[src/design/ads_regs.svh]
// Purpose: Register map, field positions and constants of the aperture
//          delay and reference sync configuration block.
// Assumes: Four-bit register address carried in the serial frame header.
// Notes:   Definitions only.
`ifndef ADS_REGS_SVH
`define ADS_REGS_SVH

// Register addresses
`define ADS_ADDR_COARSE 4'hC
`define ADS_ADDR_FINE 4'hD
`define ADS_ADDR_SYNC 4'hE

// Power-on values
`define ADS_RST_COARSE 16'h0004
`define ADS_RST_FINE 16'h0000
`define ADS_RST_SYNC 16'h0003

// Coarse register fields
`define ADS_CAM_MSB 15
`define ADS_CAM_LSB 4
`define ADS_STA_BIT 3
`define ADS_DCC_BIT 2
`define ADS_COARSE_RSVD_MASK 16'hFFFC

// Fine register fields
`define ADS_FAM_MSB 15
`define ADS_FAM_LSB 10
`define ADS_FINE_RSVD_MASK 16'hFC00

// Sync register fields
`define ADS_DRC_MSB 15
`define ADS_DRC_LSB 7
`define ADS_SP_MSB 4
`define ADS_SP_LSB 3
`define ADS_ES_BIT 2
`define ADS_DOC_BIT 1
`define ADS_DR_BIT 0

// Saturation codes
`define ADS_CAM_SAT 12'h980
`define ADS_CAM_MAX 12'h97F
`define ADS_DRC_MAX 9'h13F
`define ADS_DRC_SAT 9'h27F

// Delay step sizes in femtoseconds
`define ADS_COARSE_STEP_FS 20'h00154
`define ADS_FINE_STEP_FS 20'h00024

// Serial frame layout
`define ADS_HDR_LAST 5'h07
`define ADS_FRAME_LAST 5'h17
`define ADS_HDR_RW_BIT 6
`define ADS_HDR_ADDR_MSB 2

`endif

[src/design/ads_pkg.sv]
// Purpose: Types shared by the aperture delay and sync configuration block.
// Assumes: Nothing beyond the register header.
// Notes:   Holds types only; numbers live in ads_regs.svh.
package ads_pkg;

    // Serial frame progress
    typedef enum logic [1:0] {
        ADS_SER_IDLE,
        ADS_SER_HDR,
        ADS_SER_DATA,
        ADS_SER_DONE
    } ads_ser_state_t;

endpackage : ads_pkg

[src/design/ads_aperture_sync.sv]
// Purpose: Aperture delay and reference clock sync configuration, with its
//          serial configuration slave.
// Assumes: Serial pins are synchronous to core_clk; SCLK is well below it.
// Notes:   Frame is 8 header bits (R/W first, address last) and 16 data
//          bits, MSB first; read data leaves on falling serial clock edges.
//
// Overview of operation
// Coarse code sets sampling clock delay
// Coarse codes at saturation hold maximum delay
// Enable bit gates coarse and fine delay
// Duty stabiliser on; zero in bit 2 disables
// Software writes zero to coarse bits 1:0
// Fine six-bit code adds extra delay
// No adjust in interleaved mode above 1600 MHz
// Avoid maximum delay at top clock rate
// Nine-bit reference delay, saturating at top
// Phase field picks reference latch phase
// Bit 2 selects slave alignment to reference
// Bit 1 zero drives quarter-rate reference outputs
// Bit 0 one disables output clock reset
// Software keeps sync bits 6:5 at defaults
// Total delay is coarse plus fine
`include "ads_regs.svh"

module ads_aperture_sync (
    // Clock and reset
    input wire logic core_clk,
    input wire logic resetn,
    // Serial configuration pins
    input wire logic scs_n,
    input wire logic sclk,
    input wire logic sdi,
    output logic sdo,
    output logic sdo_oe,
    // Aperture delay control to the analog delay line
    output logic [19:0] aperture_delay_fs,
    output logic delay_adjust_active,
    output logic duty_stabiliser_enable,
    // Reference clock sync
    input wire logic refclk_in,
    input wire logic output_clock_reset_in,
    output logic [8:0] refclk_delay,
    output logic refclk_latched,
    output logic sync_slave_mode,
    output logic refclk_out_a,
    output logic refclk_out_b,
    output logic refclk_out_oe,
    output logic outclk
);

    ////////////////////////////////////////////////////////////////////////
    // Serial configuration slave

    ads_pkg::ads_ser_state_t ser_state;
    ads_pkg::ads_ser_state_t next_ser_state;
    logic sclk_prev;
    logic [4:0] bit_cnt;
    logic [4:0] next_bit_cnt;
    logic [23:0] shift_in;
    logic [23:0] next_shift_in;
    logic [15:0] shift_out;
    logic [15:0] next_shift_out;
    logic is_read;
    logic next_is_read;
    logic [3:0] addr;
    logic [3:0] next_addr;
    logic next_sdo;
    logic wr_en;
    logic [15:0] wr_data;
    logic [15:0] rd_data;
    logic sclk_rise;
    logic sclk_fall;
    logic [3:0] hdr_addr;

    // Registers
    logic [15:0] coarse_reg;
    logic [15:0] fine_reg;
    logic [15:0] sync_reg;

    // Edges of the sampled serial clock, and the address as it completes
    assign sclk_rise = sclk && !sclk_prev;
    assign sclk_fall = !sclk && sclk_prev;
    assign hdr_addr = {shift_in[`ADS_HDR_ADDR_MSB:0], sdi};

    // Read mux fed straight from the shifter, so no loop through sequencing
    always_comb begin
        if (hdr_addr == `ADS_ADDR_COARSE) begin
            rd_data = coarse_reg & `ADS_COARSE_RSVD_MASK;
        end else if (hdr_addr == `ADS_ADDR_FINE) begin
            rd_data = fine_reg & `ADS_FINE_RSVD_MASK;
        end else if (hdr_addr == `ADS_ADDR_SYNC) begin
            rd_data = sync_reg;
        end else begin
            rd_data = 16'h0000;
        end
    end

    // Frame sequencing; raising the select aborts any frame at once
    always_comb begin
        next_ser_state = ser_state;
        next_bit_cnt = bit_cnt;
        next_shift_in = shift_in;
        next_shift_out = shift_out;
        next_is_read = is_read;
        next_addr = addr;
        next_sdo = sdo;
        wr_en = 1'b0;
        wr_data = {shift_in[14:0], sdi};
        if (scs_n) begin
            next_ser_state = ads_pkg::ADS_SER_IDLE;
            next_bit_cnt = 5'h00;
            next_sdo = 1'b0;
        end else begin
            case (ser_state)
                ads_pkg::ADS_SER_IDLE: begin
                    next_ser_state = ads_pkg::ADS_SER_HDR;
                    next_bit_cnt = 5'h00;
                    next_is_read = 1'b0;
                    if (sclk_rise) begin
                        next_shift_in = {shift_in[22:0], sdi};
                        next_bit_cnt = 5'h01;
                    end
                end
                ads_pkg::ADS_SER_HDR: begin
                    if (sclk_rise) begin
                        next_shift_in = {shift_in[22:0], sdi};
                        next_bit_cnt = bit_cnt + 5'h01;
                        if (bit_cnt == `ADS_HDR_LAST) begin
                            next_is_read = shift_in[`ADS_HDR_RW_BIT];
                            next_addr = hdr_addr;
                            next_shift_out = rd_data;
                            next_ser_state = ads_pkg::ADS_SER_DATA;
                        end
                    end
                end
                ads_pkg::ADS_SER_DATA: begin
                    // Read data shifts out on falling edges, MSB first
                    if (sclk_fall && is_read) begin
                        next_sdo = shift_out[15];
                        next_shift_out = {shift_out[14:0], 1'b0};
                    end
                    if (sclk_rise) begin
                        next_shift_in = {shift_in[22:0], sdi};
                        next_bit_cnt = bit_cnt + 5'h01;
                        if (bit_cnt == `ADS_FRAME_LAST) begin
                            wr_en = !is_read;
                            next_ser_state = ads_pkg::ADS_SER_DONE;
                        end
                    end
                end
                ads_pkg::ADS_SER_DONE: begin
                    // Extra clocks are ignored until the select rises
                    next_ser_state = ads_pkg::ADS_SER_DONE;
                end
                default: begin
                    next_ser_state = ads_pkg::ADS_SER_IDLE;
                end
            endcase
        end
    end

    // Serial state registers
    always_ff @(posedge core_clk or negedge resetn) begin
        if (!resetn) begin
            ser_state <= ads_pkg::ADS_SER_IDLE;
            sclk_prev <= 1'b0;
            bit_cnt <= 5'h00;
            shift_in <= 24'h000000;
            shift_out <= 16'h0000;
            is_read <= 1'b0;
            addr <= 4'h0;
            sdo <= 1'b0;
        end else begin
            ser_state <= next_ser_state;
            sclk_prev <= sclk;
            bit_cnt <= next_bit_cnt;
            shift_in <= next_shift_in;
            shift_out <= next_shift_out;
            is_read <= next_is_read;
            addr <= next_addr;
            sdo <= next_sdo;
        end
    end

    // Drive the data pin only through the data phase of a read
    assign sdo_oe = !scs_n && is_read && (ser_state == ads_pkg::ADS_SER_DATA);

    ////////////////////////////////////////////////////////////////////////
    // Configuration registers

    logic [15:0] next_coarse_reg;
    logic [15:0] next_fine_reg;
    logic [15:0] next_sync_reg;

    // Write decode; other addresses are ignored
    always_comb begin
        next_coarse_reg = coarse_reg;
        next_fine_reg = fine_reg;
        next_sync_reg = sync_reg;
        if (wr_en && (addr == `ADS_ADDR_COARSE)) begin
            // Low bits are kept at zero whatever software sends
            next_coarse_reg = wr_data & `ADS_COARSE_RSVD_MASK;
        end else if (wr_en && (addr == `ADS_ADDR_FINE)) begin
            next_fine_reg = wr_data & `ADS_FINE_RSVD_MASK;
        end else if (wr_en && (addr == `ADS_ADDR_SYNC)) begin
            // Bits 6:5 stored as written; software keeps defaults
            next_sync_reg = wr_data;
        end
    end

    // Register storage, at power-on values after reset
    always_ff @(posedge core_clk or negedge resetn) begin
        if (!resetn) begin
            coarse_reg <= `ADS_RST_COARSE;
            fine_reg <= `ADS_RST_FINE;
            sync_reg <= `ADS_RST_SYNC;
        end else begin
            coarse_reg <= next_coarse_reg;
            fine_reg <= next_fine_reg;
            sync_reg <= next_sync_reg;
        end
    end

    ////////////////////////////////////////////////////////////////////////
    // Aperture delay

    logic [11:0] cam_clamped;
    logic [8:0] drc_clamped;
    logic [19:0] next_aperture_delay_fs;
    logic sta_on;

    assign sta_on = coarse_reg[`ADS_STA_BIT];

    // Coarse code held at its maximum from the saturation code up
    ads_sat_clamp #(
        .WIDTH(12)
    ) u_cam_clamp (
        .code_in(coarse_reg[`ADS_CAM_MSB:`ADS_CAM_LSB]),
        .code_max(`ADS_CAM_MAX),
        .code_out(cam_clamped)
    );

    // Reference delay held at maximum for the top code range
    ads_sat_clamp #(
        .WIDTH(9)
    ) u_drc_clamp (
        .code_in(sync_reg[`ADS_DRC_MSB:`ADS_DRC_LSB]),
        .code_max(`ADS_DRC_MAX),
        .code_out(drc_clamped)
    );

    // Sum of coarse and fine steps; zero while adjust is off
    // Step sizes are nominal; process spread is left to the analog side
    always_comb begin
        if (sta_on) begin
            next_aperture_delay_fs =
                ({8'h00, cam_clamped} * `ADS_COARSE_STEP_FS) +
                ({14'h0000, fine_reg[`ADS_FAM_MSB:`ADS_FAM_LSB]} *
                 `ADS_FINE_STEP_FS);
        end else begin
            next_aperture_delay_fs = 20'h00000;
        end
    end

    // Delay outputs come from flops so the analog line sees clean codes
    always_ff @(posedge core_clk or negedge resetn) begin
        if (!resetn) begin
            aperture_delay_fs <= 20'h00000;
            delay_adjust_active <= 1'b0;
            duty_stabiliser_enable <= 1'b1;
            refclk_delay <= 9'h000;
        end else begin
            aperture_delay_fs <= next_aperture_delay_fs;
            delay_adjust_active <= sta_on;
            duty_stabiliser_enable <= coarse_reg[`ADS_DCC_BIT];
            refclk_delay <= drc_clamped;
        end
    end

    ////////////////////////////////////////////////////////////////////////
    // Reference clock sync

    logic [1:0] phase;
    logic ref_prev;
    logic next_refclk_latched;
    logic slave_align;
    logic outclk_hold;
    logic next_refclk_out;

    // Output clock reset only counts once bit 0 has been cleared
    assign outclk_hold = !sync_reg[`ADS_DR_BIT] && output_clock_reset_in;

    // In slave mode a latched reference edge restarts the divider
    assign slave_align = sync_reg[`ADS_ES_BIT] && refclk_latched &&
                         !ref_prev;

    // Quarter-rate phase of the sampling clock
    ads_phase_div u_phase_div (
        .core_clk(core_clk),
        .resetn(resetn),
        .hold(outclk_hold),
        .load(slave_align),
        .phase(phase)
    );

    // Sample the reference only at the selected quarter phase
    always_comb begin
        next_refclk_latched = refclk_latched;
        if (phase == sync_reg[`ADS_SP_MSB:`ADS_SP_LSB]) begin
            next_refclk_latched = refclk_in;
        end
        // Outputs quiet while disabled, master or slave alike
        next_refclk_out = !sync_reg[`ADS_DOC_BIT] && phase[1];
    end

    // Sync registers
    always_ff @(posedge core_clk or negedge resetn) begin
        if (!resetn) begin
            refclk_latched <= 1'b0;
            ref_prev <= 1'b0;
            refclk_out_a <= 1'b0;
            refclk_out_b <= 1'b0;
            refclk_out_oe <= 1'b0;
            sync_slave_mode <= 1'b0;
        end else begin
            refclk_latched <= next_refclk_latched;
            ref_prev <= refclk_latched;
            refclk_out_a <= next_refclk_out;
            refclk_out_b <= next_refclk_out;
            refclk_out_oe <= !sync_reg[`ADS_DOC_BIT];
            sync_slave_mode <= sync_reg[`ADS_ES_BIT];
        end
    end

    // Output data clock is the divider's top bit, a flop output
    assign outclk = phase[1];

endmodule : ads_aperture_sync

[src/design/ads_sat_clamp.sv]
// Purpose: Saturating clamp of a delay code against its top usable code.
// Assumes: Purely combinational.
// Notes:   Used for both the coarse aperture and reference delay codes.
module ads_sat_clamp #(
    parameter int WIDTH = 12
) (
    // Code in
    input wire logic [WIDTH-1:0] code_in,
    input wire logic [WIDTH-1:0] code_max,
    // Code out
    output logic [WIDTH-1:0] code_out
);

    // Codes past the top hold at the top
    always_comb begin
        code_out = (code_in > code_max) ? code_max : code_in;
    end

endmodule : ads_sat_clamp

[src/design/ads_phase_div.sv]
// Purpose: Two-bit divider giving the quarter-rate phase of the clock.
// Assumes: One clock, asynchronous active-low reset.
// Notes:   Hold and load both force phase zero, so neither has priority.
module ads_phase_div (
    // Clock and reset
    input wire logic core_clk,
    input wire logic resetn,
    // Control
    input wire logic hold,
    input wire logic load,
    // Phase
    output logic [1:0] phase
);

    logic [1:0] next_phase;

    // Count, or restart at phase zero
    always_comb begin
        if (hold || load) begin
            next_phase = 2'h0;
        end else begin
            next_phase = phase + 2'h1;
        end
    end

    // Register the phase
    always_ff @(posedge core_clk or negedge resetn) begin
        if (!resetn) begin
            phase <= 2'h0;
        end else begin
            phase <= next_phase;
        end
    end

endmodule : ads_phase_div

[config.mk]
export PLATFORM = sky130hd
export DESIGN_NAME = ads_aperture_sync
export DESIGN_NICKNAME = d
export VERILOG_FILES = /design/src/design/ads_pkg.sv /design/src/design/ads_aperture_sync.sv /design/src/design/ads_sat_clamp.sv /design/src/design/ads_phase_div.sv
export VERILOG_INCLUDE_DIRS = /design/src /design/src/design
export SDC_FILE = /design/constraint.sdc
export NUM_CORES = 1
export LEC_CHECK = 0
export BUFFER_PORTS_ARGS = -buffer_cell sky130_fd_sc_hd__buf_2
export CAP_MARGIN = 20
export CORE_ASPECT_RATIO = 0.7
export CORE_UTILIZATION = 35
export DETAILED_ROUTE_END_ITERATION = 12
export PLACE_DENSITY = 0.55
export SLEW_MARGIN = 10
export SYNTH_ARGS = -nofsm -noshare
export SYNTH_HDL_FRONTEND = slang
export SYNTH_SLANG_ARGS = --single-unit
export TNS_END_PERCENT = 5
[constraint.sdc]
create_clock -name core_clk -period 5.7 [get_ports core_clk]
set_input_delay 0.855 -clock core_clk [delete_from_list [all_inputs] [get_ports core_clk]]
set_output_delay 0.855 -clock core_clk [all_outputs]
set_load 0.03 [all_outputs]
==> results.yml <==
global_route:
  grt_usage: 0.1573
  grt_max_degree: 77
  grt_pass1_wl_um: 25270
  globalRouteMet2Util: 0.2177
  overflow: 0
  grt_pass1_vias: 4855
  top_usage_layer: "met1"
  gr-usage-met3: 0.03033
  grt.met1_usage: 0.2388
  antenna_found_initial: 0
power_and_ir_drop:
  vdd_drop_max_v: 0.0001850
  intPower_mw: 1.631
  pwr-share-seq: 0.428
  power_frac_comb: 0.070
  swShare: 0.2458
  leakage_nw: 4.221
  p_clk_frac: 0.502
  p_per_area_nw_per_um2: 259.0
  switchingPower_uw: 531.7
worst_setup_path:
  start_kind: "flip-flop"
  end_kind: "flip-flop"
  arrival_ns: 5.79
  crit_fanout: 5
  crit_type: "flip-flop to flip-flop"
  regToRegSetupSlack_ns: 0.25
  required_ns: 6.04
floorplan:
  num_io_pins: 46
  die_h_um: 120.9
  rows: 43
  die_w_um: 171.9
  core_area_sq_um: 19800
  initial_utilization: 0.3572
  die_area_sq_um: 20790
logic_synthesis:
  synth-xor-area-share: 0.03963
  synth-edff-count: 0
  ys_top_cells_by_area: "dfrtp_1, ha_1, mux2_2"
  ys_seq_elements: 117
  yosys.area_share.simple: 0.1384
  synth_ff_type: "dfrtp_1"
  synth_compound_area_frac: 0.09466
  yosys.area_share.adder: 0.1614
  seq_area_frac_synth: 0.4147
  yosys-mux-area-fraction: 0.09873
  syn_area_sq_um: 7072
  synth_top_family_by_area: "adder cells"
  synthArstFlopShare: 1.000
  synth.avg_cell_area_sq_um: 10.60
  netlist.area_leader.share: 0.3999
  synthCells: 667
  ys_warn_count: 0
  ys_types: 59
  yosys.area.top_type: "dfrtp_1"
finish:
  nFillCells: 1886
  final_common_cell: "dfrtp_1"
  areaGrowthSynthToFinish_pct: 18.08
  final_cell_mix: "dfrtp_1, inv_1, ha_1, mux2_2, nand2_1"
  largest_reg_flops: 18
  drive_gt1_frac: 0.2269
  nNetsFinal: 811
  num_antenna_cells: 0
clock_tree:
  cts-buffers-inserted: 17
  cts_tree: "done"
  worstSkewPairLatency_ns: 0.42
  postCtsHoldBufs: 0
  cts_root_buf: "clkbuf_16"
  path_clk_slew_ns: 0.06
  cts.sinks: 117
  cts_buffer_depth: 2
  htreeDepth: 4
sta:
  skew_ns: 0.01139
  tightest_slew_ns: 1.024
  period_share: 0.9560
  setup_viol: 0
  setup_ws_ns: 0.2508
  hold_slack_ns: 0.2858
  hold_viol_final: 0
  max_freq_mhz: 183.5
  slew_viol_final: 0
  fin_crit_ns: 5.449
  slew_headroom: 0.3100
hold_path:
  hp-class: "input port to asynchronous set/reset pin"
routing:
  wl_per_cell_um: 15.00
  vias_per_cell: 4.900
  drtIter0Drc: 287
  finalWirelength_um: 15090
  firstDrtPassIters: 6
  vias: 4929
  drtAntennaViolNets: 0
  drcViolationCount: 0
place:
  gp_congestion: 0.8125
  port_buffers: 43
  place_ws_ns: -0.1490
  dp_hpwl_um: 11060
outcome:
  status: "completed"
run:
  maxCapViolCount: 0
[stage by stage]
| stage | power [mW] | cell area [sq um] | util | setup TNS, ns | instances |
|---|---|---|---|---|---|
| global placement | 1.083 | 7592 | 0.3835 | 0 | 966 |
| global route | 2.261 | 8351 | 0.4218 | -0.02064 | 1006 |
| CTS | 2.191 | 8209 | 0.4146 | 0 | 1000 |
| finish | 2.163 | 8351 | 0.4218 | 0 | 1006 |
| detailed placement | 1.091 | 7605 | 0.3841 | -0.1490 | 968 |
| floorplan | 1.026 | 7076 | - | 0 | 668 |
[cell usage after synthesis, types with 4 or more instances]
cell,number
a21o_1,5
ha_1,64
mux2i_1,9
nor2b_1,14
o31a_1,4
xor2_1,11
or2_2,4
and3_1,4
nand2_1,46
dfrtp_1,113
clkbuf_1,17
dfstp_2,4
a222oi_1,7
a21oi_1,14
xnor2_1,21
nor3_1,12
nor2_1,29
and2_1,13
inv_1,73
nand3_1,9
o21ai_0,38
buf_4,4
nand2b_1,20
fa_1,17
mux2_2,54
o211ai_1,5
a22oi_1,8
[worst paths after layout]
path / from / endpoint / cells past startpoint
max: coarse_reg[12] / aperture_delay_fs[18] / 25
min: resetn / ref_prev / 1
max reg2reg: coarse_reg[12] / aperture_delay_fs[18] / 25
max in group asynchronous: resetn / coarse_reg[2] / 2
min in group core_clk: coarse_reg[2] / duty_stabiliser_enable / 0
min reg2reg: coarse_reg[2] / duty_stabiliser_enable / 0
[kinds of logic (layout without fill, tap and decap cells)]
| group | after synthesis | in the layout |
|---|---|---|
| flops | 117 | 117 |
| compound gates | 101 | 101 |
| mux | 63 | 63 |
| other cells | 1 | 2 |
| simple gates | 178 | 178 |
| xor+xnor | 32 | 32 |
| fa+ha+maj | 81 | 81 |
| buf+inv | 94 | 162 |
[final cells by class]
cell class	instances	area [sq um]	share of cell area
clock buffers	20	446.7	0.05349
multi-input cells	457	3866	0.4630
inverters	73	274.0	0.03281
repair buffers	57	340.3	0.04076
clock inverters	12	152.6	0.01828
well taps	270	337.8	0.04046
flip-flops and latches	117	2933	0.3512
[critical path: stages, from the launching register on]
cell and delay (ns):
dfrtp_1 0.41, a211o_1 0.35, nand2_4 0.12, buf_4 0.15
nand2b_1 0.10, ha_1 0.22, inv_1 0.09, fa_1 0.46
inv_1 0.13, ha_4 0.15, inv_1 0.05, fa_1 0.49
inv_1 0.04, ha_1 0.29, o21a_1 0.18, o31a_1 0.22
nor2_1 0.06, nor2_1 0.09, nor2_1 0.06, xnor2_1 0.13
ha_1 0.39, nand2_2 0.10, a211oi_4 0.31, nor2_2 0.10
or4_1 0.50, a21boi_1 0.17
[power by group through the flow]
stage,Sequential [mW],Combinational (mW),Clock [mW]
5_1_grt,0.934,0.171,1.16
2_1_floorplan,0.921,0.105,0
4_1_cts,0.926,0.152,1.11
3_5_place_dp,0.940,0.151,0
3_3_place_gp,0.938,0.145,0
6_report,0.926,0.151,1.09
[timing repair]
action	CTS	global route
setup buffers	0	5
hold endpoints to repair	0	0
pin swaps	0	8
endpoints found under the setup margin	1	7
resized for setup	1	12
[routing by layer]
metal	wire length, um	part of all wire
met1	8116	0.54
met2	6347	0.42
met3	452	0.030
met4	174	0.012
met5	0	0
Power figures use the tool's default switching activity.
